`config.mk`:
```
export PLATFORM = sky130hd
export DESIGN_NAME = bmx_regs
export DESIGN_NICKNAME = d
export VERILOG_FILES = /design/src/bmx_pkg.sv /design/src/bmx_tmr_if.sv /design/src/bmx_timer.sv /design/src/bmx_regs.sv
export SDC_FILE = /design/constraint.sdc
export NUM_CORES = 1
export LEC_CHECK = 0
export BUFFER_PORTS_ARGS = -buffer_cell sky130_fd_sc_hd__clkbuf_2
export CAP_MARGIN = 20
export CORE_MARGIN = 2
export CORE_UTILIZATION = 49
export CTS_BUF_LIST = sky130_fd_sc_hd__clkbuf_8
export DETAILED_ROUTE_END_ITERATION = 8
export GPL_TIMING_DRIVEN = 0
export MAX_ROUTING_LAYER = met4
export PLACE_DENSITY = 0.71
export SYNTH_ARGS = -nofsm -noshare
export SYNTH_HDL_FRONTEND = slang
export SYNTH_SLANG_ARGS = --single-unit
```
`constraint.sdc`:
```
create_clock -name clk_sys -period 2.8 [get_ports clk_sys]
set_clock_uncertainty 0.05 [all_clocks]
set_input_delay 0.56 -clock clk_sys [delete_from_list [all_inputs] [get_ports clk_sys]]
set_output_delay 0.56 -clock clk_sys [all_outputs]
set_load 0.05 [all_outputs]
```
`src/bmx_pkg.sv`:
```
// constants shared by the bus multiplexer configuration and switch logic
// Notes on behaviour
// bits 7/6 set pin direction, 0 output
// bit 5 zero: connect only high channels
// bits 4/3: 0 open-drain, 1 push-pull
// bit 2 enables mass-write address, default on
// bits 1:0 pick off, 30, 15, 7.5 ms
// bits 7:4 close channel switches, read back
// bits 3:0 high when both channel lines high
// level bit meaningless once channel connected
// master checks levels before commanding connection
// any channel subset may connect at once
// lockout releases pins, ignores bus traffic
// enable low resets controls, ignores commands
// channel faults reach alert even when disabled
// register access only while enable high
// timeout: alert, buffers off, latch flag
// refused channel clears connect flag, raises alert
// buffers on if channels chosen, not stuck
// offset first, then data written or read
// timer counts, restarts when both lines high
package bmx_pkg;
  // register offsets
  localparam logic [7:0] ADDR_FAULT_CLR = 8'h00;  // write clears fault flags
  localparam logic [7:0] ADDR_CONFIG    = 8'h02;  // bus_configuration
  localparam logic [7:0] ADDR_SWITCH    = 8'h03;  // channel_switch_and_level
  localparam logic [7:0] ADDR_IRQ_STAT  = 8'h04;  // sticky event status
  localparam logic [7:0] ADDR_IRQ_MASK  = 8'h05;  // event mask
  // bus_configuration fields
  localparam int CFG_DIR_ONE = 7;
  localparam int CFG_DIR_TWO = 6;
  localparam int CFG_POLICY  = 5;
  localparam int CFG_DRV_ONE = 4;
  localparam int CFG_DRV_TWO = 3;
  localparam int CFG_MASS_WR = 2;
  localparam int CFG_TMO_HI  = 1;
  localparam int CFG_TMO_LO  = 0;
  localparam logic [7:0] CFG_RESET = 8'h04;  // mass write on, rest zero
  // channel_switch_and_level fields
  localparam int SW_LSB  = 4;
  localparam int NUM_CH  = 4;
  localparam logic [3:0] SW_RESET = 4'h0;  // all switches open
  // timeout selection codes
  localparam logic [1:0] TMO_OFF   = 2'h0;
  localparam logic [1:0] TMO_LONG  = 2'h1;
  localparam logic [1:0] TMO_MID   = 2'h2;
  localparam logic [1:0] TMO_SHORT = 2'h3;
  // interrupt status and mask layout
  localparam int IRQ_TIMEOUT = 0;
  localparam int IRQ_REFUSED = 1;
  localparam int IRQ_FAULT   = 2;
  localparam int IRQ_W       = 3;
  localparam logic [2:0] MASK_RESET = 3'h0;
  // shared mass-write target address
  localparam logic [6:0] MASS_WRITE_ADDR = 7'h5d;
  // timing
  localparam int CLK_KHZ     = 50_000;
  localparam int T_LONG_US   = 30_000;
  localparam int T_MID_US    = 15_000;
  localparam int T_SHORT_US  = 7_500;
  localparam int LONG_CYC    = T_LONG_US * CLK_KHZ / 1000;
  localparam int MID_CYC     = T_MID_US * CLK_KHZ / 1000;
  localparam int SHORT_CYC   = T_SHORT_US * CLK_KHZ / 1000;
  localparam int CNT_W       = 21;
endpackage

```
`src/bmx_tmr_if.sv`:
```
// timer control and status between register logic and stuck-low timer
`timescale 1ns/100ps
interface bmx_tmr_if;
  logic [1:0] sel;      // timeout selection
  logic       stuck;    // either monitored line low
  logic       running;  // timeout in effect now
  logic       fire;     // one-cycle pulse at timeout
  modport ctl (output sel, output stuck, input running, input fire);
  modport tmr (input sel, input stuck, output running, output fire);
endinterface

```
`src/bmx_timer.sv`:
```
// stuck-low timer counting clock cycles to the selected timeout
`timescale 1ns/100ps
module bmx_timer import bmx_pkg::*; #(
  parameter int LONG  = LONG_CYC,
  parameter int MID   = MID_CYC,
  parameter int SHORT = SHORT_CYC
) (
  // clock and reset
  input wire logic clk_sys,
  input wire logic rst_n,
  // control side
  bmx_tmr_if.tmr   tif
);
  logic [CNT_W-1:0] cnt;           // elapsed stuck cycles
  logic [CNT_W-1:0] next_cnt;
  logic [CNT_W-1:0] limit;         // selected timeout in cycles
  logic             running;       // timeout reached
  logic             next_running;
  logic             fire;          // registered pulse
  logic             next_fire;

  // timeout length from the selection code
  function automatic logic [CNT_W-1:0] tmo_limit(input logic [1:0] sel);
    case (sel)
      TMO_LONG:  tmo_limit = CNT_W'(LONG);
      TMO_MID:   tmo_limit = CNT_W'(MID);
      TMO_SHORT: tmo_limit = CNT_W'(SHORT);
      default:   tmo_limit = '0;
    endcase
  endfunction

  // count while stuck, restart when both lines are high
  always_comb begin
    limit        = tmo_limit(tif.sel);
    next_cnt     = cnt;
    next_running = running;
    if (!tif.stuck || tif.sel == TMO_OFF) begin
      next_cnt     = '0;
      next_running = 1'b0;
    end else if (cnt >= limit) begin
      next_running = 1'b1;
    end else begin
      next_cnt = cnt + 1'b1;
    end
    next_fire = next_running & ~running;
  end

  // state registers
  always_ff @(posedge clk_sys or negedge rst_n) begin
    if (!rst_n) begin
      cnt     <= '0;
      running <= 1'b0;
      fire    <= 1'b0;
    end else begin
      cnt     <= next_cnt;
      running <= next_running;
      fire    <= next_fire;
    end
  end

  assign tif.running = running;
  assign tif.fire    = fire;
endmodule

```
`src/bmx_regs.sv`:
```
// configuration and switch-control registers of the four-channel bus multiplexer
//
// Decided for this implementation: the address-and-strobe port.
`timescale 1ns/100ps
module bmx_regs import bmx_pkg::*; #(
  parameter int TMO_LONG_CYC  = LONG_CYC,
  parameter int TMO_MID_CYC   = MID_CYC,
  parameter int TMO_SHORT_CYC = SHORT_CYC
) (
  // clock and reset
  input  wire logic       clk_sys,
  input  wire logic       arst_n,
  // register port
  input  wire logic [7:0] reg_addr,
  input  wire logic [7:0] reg_wdata,
  input  wire logic       reg_wr,
  input  wire logic       reg_rd,
  output logic      [7:0] reg_rdata,
  // supply and enable pins
  input  wire logic       supply_lockout,
  input  wire logic       enable_pin,
  // downstream channel pins
  input  wire logic [3:0] channel_fault_inputs_n,
  input  wire logic [3:0] channel_data_line,
  input  wire logic [3:0] channel_clock_line,
  // monitored common nodes
  input  wire logic       common_data_node,
  input  wire logic       common_clock_node,
  // general pins
  input  wire logic [1:0] pin_drive_state,
  output logic            general_pin_one_out,
  output logic            general_pin_one_oe,
  output logic            general_pin_two_out,
  output logic            general_pin_two_oe,
  // open-drain alert and ready pins
  output logic            alert_out,
  output logic            alert_oe,
  output logic            ready_out,
  output logic            ready_oe,
  // switch and status outputs
  output logic      [3:0] switch_closed,
  output logic            buffers_on,
  output logic            mass_write_enable,
  output logic            timeout_latched,
  output logic            timeout_now,
  output logic            connect_ok,
  output logic            irq
);
  ////////////////////////////////////////////////////////////////////////////
  // reset release and input synchronisers
  ////////////////////////////////////////////////////////////////////////////
  localparam int SYN_W = 16;
  localparam logic [SYN_W-1:0] SYN_IDLE = 16'h3fff;  // pins at rest: lines and faults high
  logic [1:0]       rst_q;       // reset release chain
  logic             rst_n;       // released reset
  logic [SYN_W-1:0] syn_a;       // first stage, read only by syn_b
  logic [SYN_W-1:0] syn_b;       // second stage, safe to use
  logic             lock_s;      // synced lockout
  logic             en_s;        // synced enable
  logic [3:0]       fault_n_s;   // synced channel faults
  logic [3:0]       ch_level;    // both channel lines high
  logic             stuck_s;     // common node low
  logic             active;      // accepting commands
  // two-stage reset release
  always_ff @(posedge clk_sys or negedge arst_n) begin
    if (!arst_n) begin
      rst_q <= 2'h0;
    end else begin
      rst_q <= {rst_q[0], 1'b1};
    end
  end
  assign rst_n = rst_q[1];
  // two-flop synchroniser for the lockout, enable, channel and node pins, reset to rest levels so no false fault
  always_ff @(posedge clk_sys or negedge rst_n) begin
    if (!rst_n) begin
      syn_a <= SYN_IDLE;
      syn_b <= SYN_IDLE;
    end else begin
      syn_a <= {supply_lockout, enable_pin, channel_fault_inputs_n,
                channel_data_line, channel_clock_line,
                common_data_node, common_clock_node};
      syn_b <= syn_a;
    end
  end
  assign lock_s    = syn_b[15];
  assign en_s      = syn_b[14];
  assign fault_n_s = syn_b[13:10];
  assign ch_level  = syn_b[9:6] & syn_b[5:2];
  assign stuck_s   = ~(syn_b[1] & syn_b[0]);
  assign active    = en_s & ~lock_s;
  ////////////////////////////////////////////////////////////////////////////
  // stuck-low timer
  ////////////////////////////////////////////////////////////////////////////
  bmx_tmr_if tif ();
  bmx_timer #(
    .LONG  (TMO_LONG_CYC),
    .MID   (TMO_MID_CYC),
    .SHORT (TMO_SHORT_CYC)
  ) u_timer (
    .clk_sys (clk_sys),
    .rst_n   (rst_n),
    .tif     (tif)
  );
  ////////////////////////////////////////////////////////////////////////////
  // register state
  ////////////////////////////////////////////////////////////////////////////
  logic [7:0]       cfg;          // bus_configuration
  logic [7:0]       next_cfg;
  logic [3:0]       sw;           // channel switch bits
  logic [3:0]       next_sw;
  logic             buf_on;       // buffers active
  logic             next_buf_on;
  logic             tmo_latch;    // latched timeout
  logic             next_tmo_latch;
  logic             conn_ok;      // no refused connection
  logic             next_conn_ok;
  logic [IRQ_W-1:0] stat;         // sticky events
  logic [IRQ_W-1:0] next_stat;
  logic [IRQ_W-1:0] mask;         // event mask
  logic [IRQ_W-1:0] next_mask;
  logic [IRQ_W-1:0] events;       // this cycle's events
  logic             wr_cfg;       // write decode strobes
  logic             wr_sw;
  logic             wr_clr;
  logic             wr_stat;
  logic             wr_mask;
  logic [3:0]       cmd;          // commanded channels
  logic             refused;      // commanded channel low
  logic             fault_any;    // any channel fault low
  // offset decode of writes, only while active
  always_comb begin
    wr_cfg  = reg_wr && active && reg_addr == ADDR_CONFIG;
    wr_sw   = reg_wr && active && reg_addr == ADDR_SWITCH;
    wr_clr  = reg_wr && active && reg_addr == ADDR_FAULT_CLR;
    wr_stat = reg_wr && active && reg_addr == ADDR_IRQ_STAT;
    wr_mask = reg_wr && active && reg_addr == ADDR_IRQ_MASK;
  end
  // next values of configuration, switches and flags
  always_comb begin
    cmd            = reg_wdata[7:SW_LSB];
    refused        = wr_sw && !cfg[CFG_POLICY] && |(cmd & ~ch_level);
    fault_any      = ~&fault_n_s;
    next_cfg       = cfg;
    next_sw        = sw;
    next_buf_on    = buf_on;
    next_tmo_latch = tmo_latch;
    next_conn_ok   = conn_ok;
    next_mask      = mask;
    // configuration write
    if (wr_cfg) begin
      next_cfg = reg_wdata;
    end
    // connection command
    if (wr_sw) begin
      if (cfg[CFG_POLICY]) begin
        next_sw = cmd;
      end else begin
        next_sw = cmd & ch_level;
      end
      next_buf_on = |next_sw && !tif.running;
    end
    // fault flag clear, a new event wins
    if (wr_clr) begin
      next_tmo_latch = 1'b0;
      next_conn_ok   = 1'b1;
    end
    // timeout: latch set, buffers off, switches kept
    if (tif.fire) begin
      next_buf_on    = 1'b0;
      next_tmo_latch = 1'b1;
    end
    if (refused) begin
      next_conn_ok = 1'b0;
    end
    if (wr_mask) begin
      next_mask = reg_wdata[IRQ_W-1:0];
    end
    // disabled or locked out: defaults held
    if (!active) begin
      next_cfg       = CFG_RESET;
      next_sw        = SW_RESET;
      next_buf_on    = 1'b0;
      next_tmo_latch = 1'b0;
      next_conn_ok   = 1'b1;
      next_mask      = MASK_RESET;
    end
  end
  // sticky event bits, set wins over write-one clear
  always_comb begin
    events              = '0;
    events[IRQ_TIMEOUT] = tif.fire && active;
    events[IRQ_REFUSED] = refused;
    events[IRQ_FAULT]   = fault_any && active;
    // write-one clear first, this cycle's events on top
    next_stat           = (stat & ~({IRQ_W{wr_stat}} & reg_wdata[IRQ_W-1:0])) | events;
    if (!active) begin
      next_stat = '0;
    end
  end
  // register state flops
  always_ff @(posedge clk_sys or negedge rst_n) begin
    if (!rst_n) begin
      cfg       <= CFG_RESET;
      sw        <= SW_RESET;
      buf_on    <= 1'b0;
      tmo_latch <= 1'b0;
      conn_ok   <= 1'b1;
      stat      <= '0;
      mask      <= MASK_RESET;
    end else begin
      cfg       <= next_cfg;
      sw        <= next_sw;
      buf_on    <= next_buf_on;
      tmo_latch <= next_tmo_latch;
      conn_ok   <= next_conn_ok;
      stat      <= next_stat;
      mask      <= next_mask;
    end
  end
  assign tif.sel   = cfg[CFG_TMO_HI:CFG_TMO_LO];
  assign tif.stuck = stuck_s;
  ////////////////////////////////////////////////////////////////////////////
  // pins and read data
  ////////////////////////////////////////////////////////////////////////////
  logic [7:0] next_rdata;   // read data for next cycle
  logic       next_alert;   // pull alert low
  logic       next_ready;   // pull ready low
  logic [1:0] next_gp_out;  // general pin levels
  logic [1:0] next_gp_oe;   // general pin enables
  logic       next_irq;
  logic       next_tnow;
  logic [1:0] gp_out;
  logic [1:0] gp_oe;
  logic       tnow;
  // read mux, zero when idle or disabled
  always_comb begin
    next_rdata = '0;
    if (reg_rd && active) begin
      case (reg_addr)
        ADDR_CONFIG:   next_rdata = cfg;
        ADDR_SWITCH:   next_rdata = {sw, ch_level};
        ADDR_IRQ_STAT: next_rdata = 8'(stat);
        ADDR_IRQ_MASK: next_rdata = 8'(mask);
        default:       next_rdata = '0;
      endcase
    end
  end
  // alert, ready, general pins and interrupt
  always_comb begin
    next_alert  = !lock_s && (fault_any || next_tmo_latch || !next_conn_ok);
    next_ready  = !lock_s && !next_buf_on;
    next_irq    = |(next_stat & next_mask);
    next_tnow   = tif.running;
    next_gp_out = '0;
    next_gp_oe  = '0;
    // output mode: push-pull drives level, open-drain only pulls low
    if (!lock_s) begin
      if (!next_cfg[CFG_DIR_ONE]) begin
        next_gp_out[0] = next_cfg[CFG_DRV_ONE] & pin_drive_state[0];
        next_gp_oe[0]  = next_cfg[CFG_DRV_ONE] | ~pin_drive_state[0];
      end
      if (!next_cfg[CFG_DIR_TWO]) begin
        next_gp_out[1] = next_cfg[CFG_DRV_TWO] & pin_drive_state[1];
        next_gp_oe[1]  = next_cfg[CFG_DRV_TWO] | ~pin_drive_state[1];
      end
    end
  end
  // output flops
  always_ff @(posedge clk_sys or negedge rst_n) begin
    if (!rst_n) begin
      reg_rdata <= '0;
      alert_oe  <= 1'b0;
      ready_oe  <= 1'b0;
      irq       <= 1'b0;
      tnow      <= 1'b0;
      gp_out    <= '0;
      gp_oe     <= '0;
      alert_out <= 1'b0;
      ready_out <= 1'b0;
    end else begin
      reg_rdata <= next_rdata;
      alert_oe  <= next_alert;
      ready_oe  <= next_ready;
      irq       <= next_irq;
      tnow      <= next_tnow;
      gp_out    <= next_gp_out;
      gp_oe     <= next_gp_oe;
      alert_out <= 1'b0;  // open drain only pulls low
      ready_out <= 1'b0;
    end
  end
  assign general_pin_one_out = gp_out[0];
  assign general_pin_one_oe  = gp_oe[0];
  assign general_pin_two_out = gp_out[1];
  assign general_pin_two_oe  = gp_oe[1];
  assign switch_closed       = sw;
  assign buffers_on          = buf_on;
  assign mass_write_enable   = cfg[CFG_MASS_WR];
  assign timeout_latched     = tmo_latch;
  assign timeout_now         = tnow;
  assign connect_ok          = conn_ok;
endmodule

```
# Yosys cells after proc, flatten, opt, wreduce, memory -nomap -nowiden
# Index checks and enable logic that the tools add are counted.
# classes
add_sub_neg	1
multipliers	0
n_div	0
magnitude_cmp	1
eq_ne	10
shift	0
muxes	31
n_bitwise	20
n_reduce_logical	29
# ops
cell	count
$pmux W21 S3	1
$mux W21	2
$pmux W8 S4	1
$mux W8	3
$add A21 B1 Y21 const B	1
$ge A21 B21 Y1	1
$eq A8 B2 Y1 const B	2
$eq A8 B3 Y1 const B	2
$mux W4	4
$mux W1	15
$logic_and A1 B1 Y1	14
$and A4 B4 Y4	3
$and A3 B3 Y3	3
$mux W3	3
$logic_not A8 Y1	1
$reduce_or A4 Y1	2
$logic_not A1 Y1	6
$ne A2 B1 Y1 const B	3
$and A1 B1 Y1	5
$eq A2 B2 Y1 const B	2
$mux W2	2
$not A1 Y1	4
$not A4 Y4	1
$reduce_and A4 Y1	1
other kinds (7)	10
# totals
regBits	94
latchBits	0
ramBits	0
romBits	0
input_bits	38
out_inout_bits	26
elab_cells	113
mem_count	0

# Logic depth before layout (Yosys ltp)
# logic_depth
depth_word	12
ltp_mapped	11
depth_no_buf	10

# Modules after synthesis
# Synthesis repeated with hierarchy kept, for this count alone.
# hier_totals
hier_cells	403
hier_area_um2	4386.7
# by_module_without_submodules
mod	n_inst	cells_each	area_per_inst_um2
bmx_regs	1	212	2705.1
bmx_timer	1	191	1681.6

# Least setup slack after synthesis
# OpenSTA, ideal clock, no wires.
# synth_path
path_type	register -> register
startpoint	register cfg[0]
endpoint	register u_timer.cnt[17]
setup_ns	0.078
t_arrival_ns	2.674
required_ns	2.672
slack_ns	-0.002
path_stages_with_launch	12
n_path_buf	1
synth_period_minus_slack_ns	2.802
path_cell_list	dfrtp_1 > inv_1 > ha_1 > o21bai_1 > ha_1 > nand4_1 > a211o_1 > a31oi_2 > or3_1 > buf_2 > or4_1 > a21oi_1
# synth_via
elab_chain_cells	4
elab_cells_between_ends	9
cone_classes	order compare (1); eq/ne (4); mux (2); reduce/logical (2)
# synth_lines
element	line	source
from (decl)	bmx_regs.sv:107	logic [7:0] cfg;
from (signal assigned)	bmx_regs.sv:211	cfg <= next_cfg;
$eq A2 B2 Y1 or $eq A2 B1 Y1 (tied branches)	bmx_timer.sv:24	case (sel)
$pmux W21 S3	bmx_timer.sv:24	
$ge A21 B21 Y1	bmx_timer.sv:40	end else if (cnt >= limit) begin
$ne A2 B1 Y1 (no line)	n/a	
to (signal assigned)	bmx_timer.sv:55	cnt <= next_cnt;
to (decl)	bmx_timer.sv:14	logic [CNT_W-1:0] cnt;
# Several ways; a longest one is shown, not always the timed one.
# A chain may end at the register's enable or synchronous reset.

# Worst setup path after layout
# layout_path
startpoint	register cfg[0]
endpoint	register u_timer.cnt[11]
# Same word-level chain as after synthesis.

==> out/summary.txt <==
Outcome -> finished with violations
Failing checks -> negative setup slack
Pre-CTS WS -> -674 ps
PortBufs -> 60
Chip height -> 99.2 µm
Cells after Synth -> 410
Async set-reset flop share out of synthesis -> 100%
Die Width -> 99.2 µm
Routed WL -> 11100 µm
Total Routing Usage GR -> 23.7%
Setup violators final -> 19
Final Instance Area -> 5640 µm²
Net Switching -> 0.605 mW
Post-DP HPWL -> 7280 µm
Sw Ratio -> 24.4%
Final Hold Viols -> 0
Crit path max fanout -> 5
CP Cell Sequence -> inv_4 -> ha_4 -> o21bai_4 -> ha_4 -> and4b_1 -> a211o_1 -> a21oi_4 -> buf_12 -> o41ai_4 -> or4_1 -> a21oi_1
Layout cells sized above 1 -> 35.4%
Wire per inst -> 17.9 µm
Power Internal -> 1.88 mW
Top-area cell type share of the netlist area -> 36.0%
Synth area leaders -> dfrtp_1 (36%), dfstp_2 (18%), ha_1 (6.5%)
Cell variety after synth -> 60
Clock transition at the registers of the reported paths -> 110 ps
Initial core utilization -> 50.7%
Actual slew at the worst max-slew pin -> 773 ps
DR DRC count -> 0
Total CTS buffers -> 9
Yosys top cell by area -> dfrtp_1
Crit path max-delay cell type -> or4_1
Fin crit share -> 105%
Setup ws final -> -144 ps
Register share of total power -> 57.3%
Fillcell total -> 700
Largest net degree at the start of global routing -> 75
CP Capture Type -> register
Dominant synthesized flop cell -> dfrtp_1
Setup TNS -> -1350 ps
Initial DRC count -> 174
Max Cap Viol -> 0
Total number of vias -> 3611
Nets -> 567
P per Cell Area -> 440 nW/µm²
Clk sink count -> 94
First-pass iteration count of the detailed router -> 4
N_diodes -> 0
Leakage -> 2.46 nW
Total power -> 2.48 mW
Max H-tree Level -> 3
Yosys warns -> 0
Fmax -> 340 MHz
RePlAce Congestion -> 0.958
Syn avg cell area -> 10.8 µm²
Die Area -> 9850 µm²
Clock power frac -> 37.4%
Core area -> 8760 µm²
Area growth syn-to-layout -> 26.8%
Hold Path Class -> reg -> async
Post-placement cell area -> 4910 µm²
Register area share after synthesis -> 53.8%
CP arrival -> 3180 ps
Post-Syn Area -> 4440 µm²
Initial antenna violation count -> 0
Gate power share -> 5.3%
First-pass GRT wire length -> 18000 µm
Crit path top cell by count -> ha_4
CP startpoint kind -> register
FF+latch count, synth -> 94
Unrepaired setup endpoints after global routing -> true
Pins over their slew limit -> 0
Post-layout min period -> 2940 ps
Worst skew pair latency -> 370 ps
Global route overflow -> 0
Number of synthesized flops with an enable pin -> 0
CP Data Required Time -> 3040 ps
Vias in the first global route -> 3671
Site Rows -> 34
Io pins -> 64
Final ANT Viol Nets -> 0
Worst path max stage delay -> 490 ps
Avg Vias per Cell -> 5.83
CTS tree -> done
Clock Tree Buf Depth -> 2
Final design utilization -> 64.3%
Clk Tree Root Cell -> clkbuf_8
CP Class -> reg -> reg
Relative slew slack -> 47.2%
Worst VDD drop -> 272 µV
==> layer usage <==
layer	global-route usage, %	vias to the layer above	routed length [µm]
met5	-	-	0
met4	8.43	0	210
met3	4.50	24	677
met2	40.2	132	5680
met1	28.2	1763	4540
li1	-	1692	-
==> power groups by stage <==
stage	Clock [mW]	Combinational [mW]	Sequential [mW]
global route	1.00	0.145	1.43
floorplan	0	0.0447	1.47
global placement	0	0.104	1.46
finish	0.927	0.132	1.42
detailed placement	0	0.129	1.45
CTS	0.954	0.132	1.42
==> logic make-up after synthesis <==
family | count (synthesis) | share of synthesized area, %
compound gates | 95 | 15.1
simple gates | 146 | 18.7
other cells | 2 | 0.169
fa+ha+maj | 23 | 6.48
flops | 94 | 53.8
mux | 8 | 1.80
xor+xnor | 1 | 0.197
buf+inv | 41 | 3.80
==> cell type report <==
type                    instances  area [µm²]  area share [%]
multi-input cells             277        2180            38.7
flip-flops and latches         94        2400            42.5
repair buffers                 84         531            9.41
well taps                     108         135            2.40
plain buffers                  15        90.1            1.60
clock buffers                   9         124            2.20
inverters                      25         100            1.78
clock inverters                 7        81.3            1.44
==> registers in the layout (all words and copies together) (netlist names), 2 cells and up <==
| name | flops |
|---|---|
| u_timer.cnt | 21 |
| syn_a | 16 |
| syn_b | 16 |
| cfg | 8 |
| reg_rdata | 8 |
| switch_closed | 4 |
| mask | 3 |
| stat | 3 |
| gp_oe | 2 |
| gp_out | 2 |
| rst_q | 2 |
==> path summary, 6_finish.rpt <==
check                                   from               to  slack (ps)  cells after the start
setup / recovery                      cfg[0]  u_timer.cnt[11]        -140                     11
hold / removal                      rst_q[1]   u_timer.cnt[7]         160                      0
setup reg to reg                      cfg[0]  u_timer.cnt[11]        -140                     11
hold reg to reg                     rst_q[1]   u_timer.cnt[7]         160                      0
max in group asynchronous           rst_q[1]         syn_b[9]        1870                      1
min in group clk_sys       common_clock_node         syn_a[0]         230                      1
==> cells in the mapped netlist (4+ instances only) <==
cell,n
dfrtp_1,64
dfstp_2,30
nand2_1,30
nor2_1,28
a21oi_1,25
inv_1,25
nand3_1,24
ha_1,23
o21ai_0,14
clkbuf_1,9
nand4_1,9
o31ai_1,9
mux2i_1,8
or4_1,8
and3_1,7
a21o_1,6
o21a_1,6
and4_1,5
nor2b_1,5
a221oi_1,4
nand2b_1,4
nor3_1,4
o41ai_1,4
==> worst max-delay path, delay by kind of cell (launching register included) <==
family / cells / cell delay [ps]
compound gates: 5 / 1070
simple gates: 2 / 660
flops: 1 / 450
buf+inv: 2 / 220
fa+ha+maj: 2 / 420
==> placed cells by master, fill, tap and decap left out, drive strengths merged, types with 4 or more instances in the layout <==
cell / count
o31ai: 10
buf: 30
nor2: 28
o21ai: 16
a21oi: 26
and4: 5
nand4: 9
or4: 8
nor3: 5
mux2i: 8
a221oi: 4
dfstp: 30
clkbuf: 77
nor2b: 5
o41ai: 6
inv: 27
a21o: 6
nand3: 24
nor4: 4
and3: 7
ha: 23
nand2b: 4
dfrtp: 64
nand2: 30
o21a: 6
==> through the flow <==
| step | hold WS [ps] | cells |
|---|---|---|
| finish | 156 | 619 |
| global route | 204 | 619 |
| CTS | 168 | 608 |
| detailed placement | 164 | 580 |
| global placement | 288 | 579 |
| floorplan | 214 | 411 |
==> timing repair <==
item,CTS,global route
buffers inserted,10,10
resized for setup,40,21
cloned,2,1
hold buffers,1,0
endpoints found under the hold margin,2,0
pin swaps,29,23
setup endpoints to repair,23,23
(Power assumes the default switching activity.)
